### config.mk
export PLATFORM = sky130hd
export DESIGN_NAME = pio_port
export DESIGN_NICKNAME = d
export VERILOG_FILES = /design/src/pio_pkg.sv /design/src/pio_pin_if.sv /design/src/pio_pin_mux.sv /design/src/pio_port.sv
export VERILOG_INCLUDE_DIRS = /design/src
export SDC_FILE = /design/constraint.sdc
export NUM_CORES = 1
export LEC_CHECK = 0
export ABC_AREA = 1
export BUFFER_PORTS_ARGS = -buffer_cell sky130_fd_sc_hd__buf_2
export CELL_PAD_IN_SITES_DETAIL_PLACEMENT = 1
export CELL_PAD_IN_SITES_GLOBAL_PLACEMENT = 1
export CORE_ASPECT_RATIO = 1.5
export CORE_MARGIN = 2
export CORE_UTILIZATION = 29
export DETAILED_ROUTE_END_ITERATION = 8
export HOLD_SLACK_MARGIN = 0.1
export PLACE_DENSITY = 0.91
export SYNTH_ARGS = -nofsm -noshare
export SYNTH_HDL_FRONTEND = slang
export SYNTH_SLANG_ARGS = --single-unit
### constraint.sdc
create_clock -name clk -period 1.6 [get_ports clk]
set_clock_uncertainty 0.05 [all_clocks]
set_input_delay 0.32 -clock clk [delete_from_list [all_inputs] [get_ports clk]]
set_output_delay 0.32 -clock clk [all_outputs]
set_load 0.03 [all_outputs]
### src/pio_cfg.svh
`ifndef PIO_CFG_SVH
`define PIO_CFG_SVH
// Operation
// - Direction 0: driver off, data reads return the synchronised pin level.
// - Direction 1: driver on, data reads return the latched value.
// - Direction bit picks the read source even under peripheral override.
// - An enabled digital peripheral decides pin direction, not the direction bit.
// - Peripheral output pins drive peripheral data, not the port latch.
// - A keypad wake input forces the pin to input.
// - Crystal enabled hands port G bits 5 and 6 to the oscillator.
// - Analog function disables digital pin logic; data bit reads 0.
// - Analog beats digital peripheral when both are enabled.
// - Pullup follows its enable bit, forced off on any output.
// - Pullup is forced off while analog owns the pin.
// - Slew limit bit limits edges; no effect on inputs.
// - Drive select bit 1 gives high drive, 0 gives low drive.
// - Pin control and data/direction registers never alter each other.
// - Partial power-down holds latches; software acknowledges before I/O access.
// - Retained stop keeps all I/O state; resume at once.
// - Data writes latch all but the reserved bits, which stay zero; output pins drive the latch.
// - Reset clears data to zero without driving it.
// - Reset: slew on, low drive, pullup off, input, peripherals off.

// Register select codes on the register port
`define PIO_SEL_DATA 3'h0
`define PIO_SEL_DIR 3'h1
`define PIO_SEL_PULL 3'h2
`define PIO_SEL_SLEW 3'h3
`define PIO_SEL_DRIVE 3'h4
`define PIO_SEL_PWR 3'h5

// Reset values
`define PIO_RST_DATA 8'h00
`define PIO_RST_DIR 8'h00
`define PIO_RST_PULL 8'h00
`define PIO_RST_SLEW 8'hFF
`define PIO_RST_DRIVE 8'h00

// Power control field positions
`define PIO_PWR_FLAG_BIT 0
`define PIO_PWR_ACK_BIT 1

// Port G crystal pin positions
`define PIO_CRYSTAL_OUT_PIN_OUT_BIT 5
`define PIO_CRYSTAL_OUT_PIN_IN_BIT 6

// Port A reserved mask (bits 6..3)
`define PIO_PORTA_RSVD 8'h78
`endif

### src/pio_pkg.sv
`default_nettype none
package pio_pkg;
  typedef enum logic [2:0] {
    SEL_DATA = 3'b000,
    SEL_DIR = 3'b001,
    SEL_PULL = 3'b010,
    SEL_SLEW = 3'b011,
    SEL_DRIVE = 3'b100,
    SEL_PWR = 3'b101
  } reg_sel_t;

  typedef enum logic [1:0] {
    PWR_RUN = 2'b00,
    PWR_HELD = 2'b01
  } pwr_state_t;
endpackage
`default_nettype wire

### src/pio_pin_if.sv
`timescale 1ns/1ns
`default_nettype none
interface pio_pin_if #(parameter int W = 8);
  logic [W-1:0] dir;
  logic [W-1:0] data;
  logic [W-1:0] pull_en;
  logic [W-1:0] slew_en;
  logic [W-1:0] drive_hi;
  logic [W-1:0] periph_en;
  logic [W-1:0] periph_oe;
  logic [W-1:0] periph_out;
  logic [W-1:0] kbd_en;
  logic [W-1:0] analog_en;
  logic [W-1:0] osc_own;
  logic [W-1:0] pin_out;
  logic [W-1:0] pin_oe_n;
  logic [W-1:0] pull_on;
  logic [W-1:0] slew_on;
  logic [W-1:0] drive_on;
  logic [W-1:0] is_out;
  modport mux (input dir, data, pull_en, slew_en, drive_hi, periph_en,
    periph_oe, periph_out, kbd_en, analog_en, osc_own,
    output pin_out, pin_oe_n, pull_on, slew_on, drive_on, is_out);
  modport ctl (output dir, data, pull_en, slew_en, drive_hi, periph_en,
    periph_oe, periph_out, kbd_en, analog_en, osc_own,
    input pin_out, pin_oe_n, pull_on, slew_on, drive_on, is_out);
endinterface
`default_nettype wire

### src/pio_pin_mux.sv
`timescale 1ns/1ns
`default_nettype none
module pio_pin_mux #(
  parameter int W = 8
) (
  pio_pin_if.mux p
);
  // ****************************************
  // Per-pin ownership and pad controls
  // ****************************************
  genvar i;
  generate
    for (i = 0; i < W; i++) begin : g_pin
      logic dig_ok;
      logic out_en;
      // Analog and oscillator both strip all digital control
      assign dig_ok = !p.analog_en[i] && !p.osc_own[i];
      always_comb begin
        if (!dig_ok) begin
          out_en = 1'b0;
        end else if (p.kbd_en[i]) begin
          out_en = 1'b0;
        end else if (p.periph_en[i]) begin
          out_en = p.periph_oe[i];
        end else begin
          out_en = p.dir[i];
        end
      end
      assign p.is_out[i] = out_en;
      assign p.pin_oe_n[i] = !out_en;
      assign p.pin_out[i] = (p.periph_en[i] && !p.kbd_en[i]) ?
        p.periph_out[i] : p.data[i];
      assign p.pull_on[i] = dig_ok && !out_en && p.pull_en[i];
      assign p.slew_on[i] = out_en && p.slew_en[i];
      assign p.drive_on[i] = out_en && p.drive_hi[i];
    end
  endgenerate
endmodule
`default_nettype wire

### src/pio_port.sv
`timescale 1ns/1ns
`default_nettype none
`include "pio_cfg.svh"
module pio_port #(
  parameter int W = 8,
  parameter logic [W-1:0] RSVD_MASK = `PIO_PORTA_RSVD,
  parameter bit HAS_OSC = 1'b0
) (
  input wire logic clk,
  input wire logic arst_n,
  input wire logic [2:0] reg_sel,
  input wire logic reg_wr,
  input wire logic reg_rd,
  input wire logic [W-1:0] reg_wdata,
  output logic [W-1:0] reg_rdata,
  input wire logic [W-1:0] pin_in,
  output logic [W-1:0] pin_out,
  output logic [W-1:0] pin_oe_n,
  output logic [W-1:0] pull_on,
  output logic [W-1:0] slew_on,
  output logic [W-1:0] drive_on,
  input wire logic [W-1:0] periph_en,
  input wire logic [W-1:0] periph_oe,
  input wire logic [W-1:0] periph_out,
  input wire logic [W-1:0] kbd_en,
  input wire logic [W-1:0] analog_en,
  input wire logic osc_en,
  input wire logic stop_partial,
  input wire logic stop_retained,
  input wire logic wake_powered,
  output logic io_locked
);
  // ****************************************
  // Register storage
  // ****************************************
  logic [W-1:0] port_data_reg;
  logic [W-1:0] dir_reg;
  logic [W-1:0] pull_reg;
  logic [W-1:0] slew_reg;
  logic [W-1:0] drive_reg;
  logic [W-1:0] sync1_reg;
  logic [W-1:0] sync2_reg;
  logic [W-1:0] rdata_reg;
  logic [W-1:0] rdata_next;
  logic pd_flag_reg;
  pio_pkg::pwr_state_t pwr_reg;
  logic wr_ok;
  logic [W-1:0] osc_mask;

  function automatic logic hit(input logic [2:0] sel, input logic [2:0] code);
    hit = (sel == code);
  endfunction

  // Writes blocked while latches are held after partial power-down
  assign wr_ok = reg_wr && (pwr_reg == pio_pkg::PWR_RUN)
    && !stop_partial;
  assign io_locked = (pwr_reg == pio_pkg::PWR_HELD);

  always_comb begin
    osc_mask = '0;
    if (HAS_OSC && osc_en) begin
      osc_mask[`PIO_CRYSTAL_OUT_PIN_OUT_BIT] = 1'b1;
      osc_mask[`PIO_CRYSTAL_OUT_PIN_IN_BIT] = 1'b1;
    end
  end

  // ****************************************
  // Data and direction group
  // ****************************************
  always_ff @(posedge clk or negedge arst_n) begin
    if (!arst_n) begin
      port_data_reg <= `PIO_RST_DATA;
    end else if (wr_ok && hit(reg_sel, `PIO_SEL_DATA)) begin
      // Reserved bits kept zero in case software slips
      port_data_reg <= reg_wdata & ~RSVD_MASK;
    end
  end

  always_ff @(posedge clk or negedge arst_n) begin
    if (!arst_n) begin
      dir_reg <= `PIO_RST_DIR;
    end else if (wr_ok && hit(reg_sel, `PIO_SEL_DIR)) begin
      dir_reg <= reg_wdata & ~RSVD_MASK;
    end
  end

  // ****************************************
  // Pin control group
  // ****************************************
  always_ff @(posedge clk or negedge arst_n) begin
    if (!arst_n) begin
      pull_reg <= `PIO_RST_PULL;
      slew_reg <= `PIO_RST_SLEW & ~RSVD_MASK;
      drive_reg <= `PIO_RST_DRIVE;
    end else if (wr_ok) begin
      if (hit(reg_sel, `PIO_SEL_PULL)) begin
        pull_reg <= reg_wdata & ~RSVD_MASK;
      end
      if (hit(reg_sel, `PIO_SEL_SLEW)) begin
        slew_reg <= reg_wdata & ~RSVD_MASK;
      end
      if (hit(reg_sel, `PIO_SEL_DRIVE)) begin
        drive_reg <= reg_wdata & ~RSVD_MASK;
      end
    end
  end

  // ****************************************
  // Input synchroniser
  // ****************************************
  always_ff @(posedge clk or negedge arst_n) begin
    if (!arst_n) begin
      sync1_reg <= '0;
      sync2_reg <= '0;
    end else begin
      sync1_reg <= pin_in;
      sync2_reg <= sync1_reg;
    end
  end

  // ****************************************
  // Partial power-down handshake
  // ****************************************
  always_ff @(posedge clk or negedge arst_n) begin
    if (!arst_n) begin
      pwr_reg <= pio_pkg::PWR_RUN;
      pd_flag_reg <= 1'b0;
    end else begin
      unique case (pwr_reg)
        pio_pkg::PWR_RUN: begin
          if (stop_partial) begin
            pwr_reg <= pio_pkg::PWR_HELD;
            pd_flag_reg <= wake_powered;
          end
        end
        pio_pkg::PWR_HELD: begin
          // Latches hold; only the ack write releases them
          if (stop_partial) begin
            pd_flag_reg <= wake_powered;
          end else if (reg_wr && hit(reg_sel, `PIO_SEL_PWR)
              && reg_wdata[`PIO_PWR_ACK_BIT]) begin
            pwr_reg <= pio_pkg::PWR_RUN;
          end
        end
        default: begin
          pwr_reg <= pio_pkg::PWR_RUN;
        end
      endcase
    end
  end
  // Retained stop needs nothing: stop_retained is ignored; the registers keep their values while the synchroniser keeps sampling
  logic unused_retained;
  assign unused_retained = stop_retained;

  // ****************************************
  // Pin ownership
  // ****************************************
  pio_pin_if #(.W(W)) pif ();
  assign pif.dir = dir_reg;
  assign pif.data = port_data_reg;
  assign pif.pull_en = pull_reg;
  assign pif.slew_en = slew_reg;
  assign pif.drive_hi = drive_reg;
  assign pif.periph_en = periph_en;
  assign pif.periph_oe = periph_oe;
  assign pif.periph_out = periph_out;
  assign pif.kbd_en = kbd_en;
  assign pif.analog_en = analog_en;
  assign pif.osc_own = osc_mask;

  pio_pin_mux #(.W(W)) u_mux (
    .p(pif.mux)
  );

  assign pin_out = pif.pin_out;
  assign pin_oe_n = pif.pin_oe_n;
  assign pull_on = pif.pull_on;
  assign slew_on = pif.slew_on;
  assign drive_on = pif.drive_on;

  // ****************************************
  // Read-back
  // ****************************************
  always_comb begin
    rdata_next = '0;
    if (hit(reg_sel, `PIO_SEL_DATA)) begin
      for (int k = 0; k < W; k++) begin
        if (analog_en[k]) begin
          rdata_next[k] = 1'b0;
        end else if (dir_reg[k]) begin
          rdata_next[k] = port_data_reg[k];
        end else begin
          rdata_next[k] = sync2_reg[k];
        end
      end
      rdata_next = rdata_next & ~RSVD_MASK;
    end else if (hit(reg_sel, `PIO_SEL_DIR)) begin
      rdata_next = dir_reg;
    end else if (hit(reg_sel, `PIO_SEL_PULL)) begin
      rdata_next = pull_reg;
    end else if (hit(reg_sel, `PIO_SEL_SLEW)) begin
      rdata_next = slew_reg;
    end else if (hit(reg_sel, `PIO_SEL_DRIVE)) begin
      rdata_next = drive_reg;
    end else if (hit(reg_sel, `PIO_SEL_PWR)) begin
      rdata_next[`PIO_PWR_FLAG_BIT] = pd_flag_reg;
    end
  end

  always_ff @(posedge clk or negedge arst_n) begin
    if (!arst_n) begin
      rdata_reg <= '0;
    end else if (reg_rd) begin
      rdata_reg <= rdata_next;
    end
  end
  assign reg_rdata = rdata_reg;
endmodule
`default_nettype wire

* Word-level counts from Yosys, hierarchy flattened
Index checks and enable logic that the tools add are counted.
Word-level totals: flip-flop bits (word level) 47, bits in latches 0, RAM bits 0, bits in read-only memories 0, input bits 67, output and inout bits 49, word-level logic and storage cells 129, memories kept 0
Cells by class: $add $sub $neg 0, $mul 0, div/mod/pow operators 0, magnitude comparators 0, eq/ne operators 9, shift-type cells 0, mux-type cells 51, bitwise logic cells 0, reductions and logical operators 59
Operator list (count):
- two-way mux 1 bit | 42
- two-way mux 8 bit | 4
- logical AND 1 bit | 30
- zero test 1 bit | 21
- AND reduction 2 bit | 4
- two-way mux 7 bit | 1
- == test 3 x 2 -> 1 bit (second input constant) | 2
- == test 3 bit (second input constant) | 2
- two-way mux 2 bit | 3
- inequality test 2 bit (second input constant) | 2
- one-hot mux 2 bit (2 select lines) | 1
- == test 3 x 1 -> 1 bit (second input constant) | 1
- zero test 3 bit | 1
- AND reduction 3 bit | 1
- == test 2 x 1 -> 1 bit (second input constant) | 1
- zero test 2 bit | 1
- inequality test 2 x 1 -> 1 bit (second input constant) | 1
- OR reduction 2 bit | 1

* Logic depth before layout (Yosys ltp)
Gate-level depths: netlist of run 1.
word-level depth 7, mapped depth 8, mapped depth without buffers 8

* Modules after synthesis
From an unflattened synthesis of run 1, not the netlist that was laid out.
Second synthesis, totals: cells, all modules 311, area, all modules 2301.0 um^2
Modules (own cells, without submodules):
- pio_port | instances 1, cells each 167, area an instance 1470.2 um^2, seq. area each 855.8 um^2
- pio_pin_mux | instances 1, cells each 144, area an instance 830.8 um^2, seq. area each 0.0 um^2

* Worst setup path before layout of run 1
OpenSTA, ideal clock, no wires.
path type register to output, start point register dir_reg[2], end point output drive_on[2], arrival time 1.337 ns, required time 1.230 ns, setup slack -0.107 ns, cell stages (with the launch flop) 7, path buffers 0, path through dfrtp_1 -> inv_1 -> nor2_1 -> a21oi_1 -> nor2_1 -> nand2_1 -> nor2_1
Between the ends: cells in the longest elaborated chain, start to end 4
RTL lines:
- start: declaration | RTL line pio_port.sv:37 | logic [W-1:0] dir_reg;
- start signal: assignment | RTL line pio_port.sv:81 | dir_reg <= `PIO_RST_DIR;
- start signal: assignment | RTL line pio_port.sv:83 | dir_reg <= reg_wdata & ~RSVD_MASK;
- two-way mux 1 bit | RTL line pio_pin_mux.sv:23 | end else if (p.periph_en[i]) begin
- two-way mux 1 bit | RTL line pio_pin_mux.sv:21 | end else if (p.kbd_en[i]) begin
- two-way mux 1 bit | RTL line pio_pin_mux.sv:19 | if (!dig_ok) begin
- logical AND 1 bit | RTL line pio_pin_mux.sv:35 | assign p.drive_on[i] = out_en && p.drive_hi[i];
- end: declaration | RTL line pio_port.sv:21 | output logic [W-1:0] drive_on,
Every way passes these cells.

* Final worst setup path of run 1
start point register dir_reg[1], end point output drive_on[1]
The elaborated chain is that of the path after synthesis.

==> results.md, run 1 <==
- The total vias in the final route is 2034.
- For the worst setup path, the data arrival time is 1.35 ns.
- The number of different library cells in the post-synthesis netlist is 21.
- Before antenna repair, the detailed router went through 4 iterations.
- The startpoint type of the worst setup path is a flip-flop.
- Once the floorplan was initialized, standard cells occupied 29.48% of the core.
- The pin count of the biggest net entering global routing is 32.
- The first-pass GRT wire length is 8887 um.
- The number of antenna violations at the first check in global routing is 0.
- The max-slew violation count is 0.
- The global placement routability congestion is 0.7986.
- The synthesis-to-layout area growth is 49.83%.
- The clock insertion delay at the later pin of the skew report is 0.29 ns.
- The tree is rooted in a sky130_fd_sc_hd__clkbuf_8.
- The die covers 7176 um^2.
- After detailed placement, the total cell area comes to 2420 um^2.
- The average vias per placed instance is 4.530.
- Cells with a size suffix above 1 make up 40.75% of the layout.
- The number of buffers added by the clock tree synthesis step is 5.
- The startpoint identified for the worst hold timing path is wake_powered.
- The violation count after the first detailed-routing iteration is 41.
- The worst setup path is captured at a primary output.
- The yosys synthesis warning count is 0.
- The global router's overall resource usage is 15.74%.
- The final reports fail on setup timing.
- The via count of the first global-routing pass is 2044.
- Counting along the longest clock path gives a buffer depth of 2.
- Setup repair after global routing could not meet its margin everywhere.
- The number of antenna-violating nets in the routed design is 0.
- The count of input and output buffers is 89.
- The number of levels in the clock H-tree is 2.
- The overall power consumption is 2.364 mW.
- The total DRC errors in the routed layout is 0.
- The power per unit of standard cell area is 836.8 nW/um^2.
- The routed design has 5628 um of wire.
- In this run the worst setup path begins at dir_reg[1].
- The count of standard-cell rows is 36.
- The number of nets in the final layout is 439.
- The worst setup path is of the reg2out kind.
- The final hold violation count is 0.
- The synthesized instance count is 258.
- The sequential element share of the synthesized area is 45.39%.
- TritonCTS built the clock tree.
- The total overflow reported by the global router is 0.
- The CTS sink count is 34.
- After synthesis the cells add up to 1886 um^2.
- 116 I/O pins were placed.
- The peak fanout along the critical path is 3.
- The clock period minus worst slack is 1.722 ns.
- The logic depth of the worst register-to-register path is 5.
- After legalization and detailed placement, the total HPWL measured 4427 um.
- Global routing consumed, on the met1 layer, 15.12% of the routing resources.
- In this run the static leakage power is 1.422 nW.
- Global routing used 3.617% of the available met3 tracks.
- After clock tree synthesis, the clock-pin slew on the worst setup and hold paths is 0.07 ns.
- met2 is the most crowded layer.
- In this run the mean area of a mapped cell was 7.308 um^2.
- The period utilization is 107.7%.
- After routing the design area is 2825 um^2.
- The final core area utilization is 44.17%.
- The upper clock frequency limit is 0.5806 GHz.
- The flow ran to the end, but the final reports show violations.
- The post-place setup slack is -0.01360 ns.
- The max capacitance violation total is 0.
- IR analysis of the VDD net gives a maximum drop of 309.5 uV.
- Global routing used 31.79% of the available met2 tracks.
- The average wire per cell in the routed design is 12.53 um.
- Synthesis inferred 34 register bits.
- The worst register-to-register path begins at pwr_reg[0].
- The die is 102.8 um tall.
- 0 antenna diodes ended up in the layout.
- The class of the most critical hold timing path is in2reg.
- In the post-route analysis, the smallest setup slack over all paths is -0.1225 ns.
- Setup violations remaining at the end of the flow were counted as 12.
- Counting instances, the worst hold path has a depth of 2.
- The region available for standard cell placement spans 6396 um^2.
- For the worst setup path, the data required time is 1.23 ns.
- The horizontal die dimension is 69.84 um.
area by class of cell:
type                    instances  area [um^2]
well taps                      76        95.09
clock inverters                 2        60.06
flip-flops and latches         34        855.8
multi-input cells             179        868.3
repair buffers                110        705.7
inverters                      42        157.7
clock buffers                   6        82.58
fillers                       826         3571
path summary, 6_finish.rpt:
check / slack, ns / end
hold / removal: 0.22 / pd_flag_reg
setup / recovery: -0.12 / drive_on[1]
min in group asynchronous: 0.33 / sync1_reg[2]
max in group asynchronous: 0.71 / pif.slew_en[1]
hold reg to reg: 0.30 / sync2_reg[0]
setup reg to reg: 0.11 / pif.data[7]
repair_timing:
action | in CTS | in global routing
pin swaps | 4 | 13
hold buffers | 5 | 0
buffers inserted | 4 | 5
setup endpoints to repair | 16 | 17
resized for setup | 21 | 32
cloned | 0 | 0
endpoints found under the hold margin | 34 | 0
critical path: stages, from the launching register on:
cell and delay (ns):
sky130_fd_sc_hd__dfrtp_1 0.36, sky130_fd_sc_hd__inv_2 0.06, sky130_fd_sc_hd__nor2_4 0.10, sky130_fd_sc_hd__a21oi_2 0.04
sky130_fd_sc_hd__nor2_2 0.14, sky130_fd_sc_hd__nand2_2 0.09, sky130_fd_sc_hd__nor2_1 0.11, sky130_fd_sc_hd__buf_4 0.16
Yosys cell counts (all sizes together):
master   n  area, um^2
mux2     1       11.26
nor3     7       40.04
nand2   55       206.5
nor2    44       175.2
nand3   13       65.06
a41oi    1       8.760
a21oi   10       50.05
nand4    2       12.51
inv     42       157.7
conb     1       3.750
buf     18       132.6
or3b     4       35.03
dfrtp   30       750.7
o21ai   25       125.1
dfstp    4       105.1
or2      1       6.260
power by group:
group | total [mW] | switching (mW) | internal, mW
sequential | 0.940 | 0.0288 | 0.911
clock | 0.985 | 0.320 | 0.664
combinational | 0.440 | 0.278 | 0.162
total | 2.36 | 0.627 | 1.74
logic make-up after synthesis:
group	after synthesis	share of synthesized area [%]
AOI/OAI and AO/OA	36	9.755
buffers and inverters	60	15.39
DFF	34	45.39
muxes	1	0.5972
other	1	0.1989
and+or+nand+nor	126	28.67
through the flow:
stage	std cells	hold slack (ns)	setup TNS (ns)
2_1_floorplan	273	-0.02559	-0.6421
3_3_place_gp	427	0.09246	0
3_5_place_dp	427	0.09760	-0.01966
4_1_cts	444	0.2094	-1.142
5_1_grt	449	0.2254	-1.982
6_report	449	0.2168	-0.8978
layer usage:
metal / part of all wire [%] / routed length (um) / vias up
met1: 35 / 1994 / 956
met2: 56 / 3163 / 70
li1: - / - / 998
met5: 0 / 0 / -
met3: 6.2 / 349 / 10
met4: 2.1 / 121 / 0
placed cells by master, fill, tap and decap left out, drive strengths merged:
master / n
a21oi: 10
a41oi: 1
buf: 104
bufinv: 2
clkbuf: 7
conb: 16
dfrtp: 30
dfstp: 4
dlygate4sd3: 5
inv: 42
mux2: 1
nand2: 55
nand3: 13
nand4: 2
nor2: 44
nor3: 7
o21ai: 25
or2: 1
or3b: 4
No activity file was read; power rests on OpenSTA's default activity.
==> inputs of run 2 (changes only) <==
--- a/config.mk
+++ b/config.mk
@@ -8,14 +8,12 @@
 export LEC_CHECK = 0
 export ABC_AREA = 1
 export BUFFER_PORTS_ARGS = -buffer_cell sky130_fd_sc_hd__buf_2
-export CELL_PAD_IN_SITES_DETAIL_PLACEMENT = 1
-export CELL_PAD_IN_SITES_GLOBAL_PLACEMENT = 1
 export CORE_ASPECT_RATIO = 1.5
 export CORE_MARGIN = 2
-export CORE_UTILIZATION = 29
+export CORE_UTILIZATION = 43
 export DETAILED_ROUTE_END_ITERATION = 8
 export HOLD_SLACK_MARGIN = 0.1
-export PLACE_DENSITY = 0.91
+export PLACE_DENSITY = 0.9
 export SYNTH_ARGS = -nofsm -noshare
 export SYNTH_HDL_FRONTEND = slang
 export SYNTH_SLANG_ARGS = --single-unit
==> run 2 against run 1 <==
Against the previous run:
- the flow still finishes with violations (setup timing)
- power is 14% lower
- global-route usage is 5.7 points higher
- core utilization is 20 points higher
- final area is 4.7% lower
- largest cell class unchanged
==> results.md, run 2 (synthesis gave the netlist of run 1 again) <==
- Walking the worst path, the cells encountered are inv_2, nor2_2, a21oi_1, nor2_1, nand2_2, nor2_2, buf_6.
- The number of antenna violations at the first check in global routing is 0 (unchanged).
- The logic depth of the worst register-to-register path is 3 (-2).
- The end of the worst register-to-register path is pif.data[7].
- The violation count after the first detailed-routing iteration came to 69 (+68%).
- The total routed wirelength was 5044 um (-10%).
- The worst setup path is launched from a flip-flop.
- The global-route track usage on met1 is 22.55% (+7.4 points).
- The total overflow reported by the global router is 0 (unchanged).
- The number of buffers added by the clock tree synthesis step is 5 (unchanged).
- The cell chosen for the clock root is sky130_fd_sc_hd__clkbuf_8.
- The total placed instance area is 2355 um^2 (-2.7%).
- The CTS clock-pin slew for the worst setup and hold paths is 0.07 ns (about the same).
- The initial cell density of the core is 44.80% (+15 points).
- The peak fanout along the critical path is 3 (unchanged).
- The average wire per cell in the routed design is 12.10 um (-3.5%).
- The clock group share of total power came to 33.1% (-8.6 points).
- The number of buffer and inverter stages on the critical path is 2 (unchanged).
- The layout cell share with drive strength beyond 1 is 39.62% (-1.1 points).
- The final core area utilization came to 63.97% (+20 points).
- The horizontal die dimension was 58.07 um (-17%).
- The final hold violation count is 0 (unchanged).
- The number of search-and-repair iterations in the first detailed-routing pass came to 4 (unchanged).
- The overall power consumption is 2.044 mW (-14%).
- The CTS sink count is 34 (unchanged).
- The clock period minus worst slack is 1.738 ns (+0.01553 ns).
- The launch point of the critical path is dir_reg[7].
- The internal portion of total power was 1.413 mW (-19%).
- The number of diodes added for antenna fixing was 0 (unchanged).
- The final reports fail on setup timing.
- The CTS tree is built.
- The routing usage on met3 came to 4.573% (+0.96 points).
- The flow ran to the end, but the final reports show violations.
- The critical path required time was 1.23 ns (about the same).
- For this design, the slowest cell found on the critical path is sky130_fd_sc_hd__dfrtp_1.
- The most crowded layer after global routing is met2.
- The global placement routability congestion is 0.8518 (+6.7%).
- The non-filler instance count after layout is 417 (-7.1%).
- The worst setup path is of the reg2out kind.
- The peak supply drop is 766.2 uV (+150%).
- The max capacitance violation total is 0 (unchanged).
- The half-perimeter wire length after detailed placement came to 3669 um (-17%).
- The die outline area is 4941 um^2 (-31%).
- The switching component of the power is 630.9 uW (+0.60%).
- The combinational cell fraction of total power was 21.0% (+2.4 points).
- The part of the total power dissipated in sequential elements is 45.9% (+6.1 points).
- The setup slack of the most critical reg-to-reg path is 0.16 ns (+0.05 ns).
- The instance count after placement with tap cells included is 395 (-7.5%).
- The most common cell type on the critical path is sky130_fd_sc_hd__nor2_2.
- The total DRC errors in the routed layout is 0 (unchanged).
- The leakage power of the design came to 1.378 nW (-3.1%).
- The count of input and output buffers is 89 (unchanged).
- The sum of negative setup slack came to -0.8876 ns (+0.01019 ns).
- The final count of negative-setup-slack endpoints is 10 (-2).
- The height of the die is 85.10 um (-17%).
- The post-place setup slack was 0.08573 ns (+0.09934 ns).
- The number of nets in the final layout is 437 (-0.46%).
- The path class of the tightest hold or removal check is in2reg.
- The area of the core is 4209 um^2 (-34%).
- The pin count of the biggest net entering global routing is 35 (+9.4%).
- The via count of the first global-routing pass is 1884 (-7.8%).
- The launch point of the worst reg-to-reg path is pwr_reg[0].
- The area growth from synthesis to layout is 42.80%.
- The arrival time at the worst endpoint came to 1.37 ns (+0.02 ns).
- The worst hold slack across all endpoints is 0.2090 ns (-0.007773 ns).
- The worst setup margin came to -0.1380 ns (-0.01553 ns).
- Setup repair after global routing could not meet its margin everywhere.
- The end point of the worst hold path is pd_flag_reg.
- The number of antenna-violating nets in the routed design is 0 (unchanged).
- The global-route track usage on met2 is 38.02% (+6.2 points).
- The count of standard-cell rows is 29 (-19%).
- The net switching share of the total power came to 30.86% (+4.3 points).
- The critical path's top delay family is simple AND/OR/NAND/NOR gates.
- The type of destination of the critical path is a primary output.
- The period utilization is 108.6% (+0.97 points).
- The upper clock frequency limit is 0.5754 GHz (-0.89%).
- The average vias per placed instance is 4.892 (+8.0%).
- The clock insertion delay at the later pin of the skew report is 0.30 ns (about the same).
- The maximum clock path buffer count is 2 (unchanged).
- The max-slew violation count is 0 (unchanged).
- The number of levels in the clock H-tree is 2 (unchanged).
- The worst hold path startpoint is wake_powered.
- The power per unit of standard cell area is 759.2 nW/um^2 (-9.3%).
- The count of boundary I/O pins is 116 (unchanged).
- The cell count of the worst hold path came to 2 (unchanged).
- The first-pass GRT wire length was 8073 um (-9.2%).
- The most common cell after layout, fill and taps aside is sky130_fd_sc_hd__buf_2.
- The delay of the slowest cell on the worst path was 0.36 ns (about the same).
- In the layout the commonest cells are 75 x sky130_fd_sc_hd__buf_2, 51 x sky130_fd_sc_hd__nand2_1, 38 x sky130_fd_sc_hd__inv_1, 30 x sky130_fd_sc_hd__nor2_1, 30 x sky130_fd_sc_hd__dfrtp_1.
- The total vias in the final route is 2040 (+0.29%).
- The global router's overall resource usage is 21.44% (+5.7 points).
- The final instance area is 2693 um^2 (-4.7%).
==> run 2: changes by cell type in the layout (fill, tap and decap cells not counted), sizes merged <==
cell | before | now
bufinv | 2 | 0
clkinv | 0 | 1
buf | 104 | 103
clkinvlp | 0 | 1
clkbuf | 7 | 6
==> run 2: layout make-up <==
type	instances	area [um^2]
flip-flops and latches	34	855.8
inverters	42	157.7
multi-input cells	179	857.1
clock buffers	6	82.58
fillers	345	1516
well taps	46	57.56
repair buffers	108	669.4
clock inverters	2	12.51
==> run 2: worst max path at each step <==
stage | to | cells after the start
2_1_floorplan | drive_on[2] | 6
3_3_place_gp | slew_on[0] | 7
3_5_place_dp | slew_on[0] | 7
4_1_cts | slew_on[7] | 7
5_1_grt | slew_on[7] | 7
6_report | slew_on[7] | 7
==> run 2: power groups by stage <==
stage / sequential, mW / clock [mW] / combinational, mW
finish: 0.938 / 0.676 / 0.430
global route: 0.943 / 0.718 / 0.474
CTS: 0.938 / 0.679 / 0.408
detailed placement: 0.955 / 0 / 0.379
global placement: 0.952 / 0 / 0.369
floorplan: 0.967 / 0 / 0.245
==> run 2: routing by layer <==
metal | part of all wire, % | routed length [um]
met5 | 0 | 0
met4 | 3.3 | 165
met3 | 5.9 | 296
met2 | 55 | 2762
met1 | 36 | 1819
==> run 2: repair_timing <==
action	4_1_cts	5_1_grt
endpoints found under the hold margin	34	0
setup endpoints to repair	16	15
setup buffers	6	3
hold buffers	5	0
gates resized for setup	20	25
pin swaps	2	12
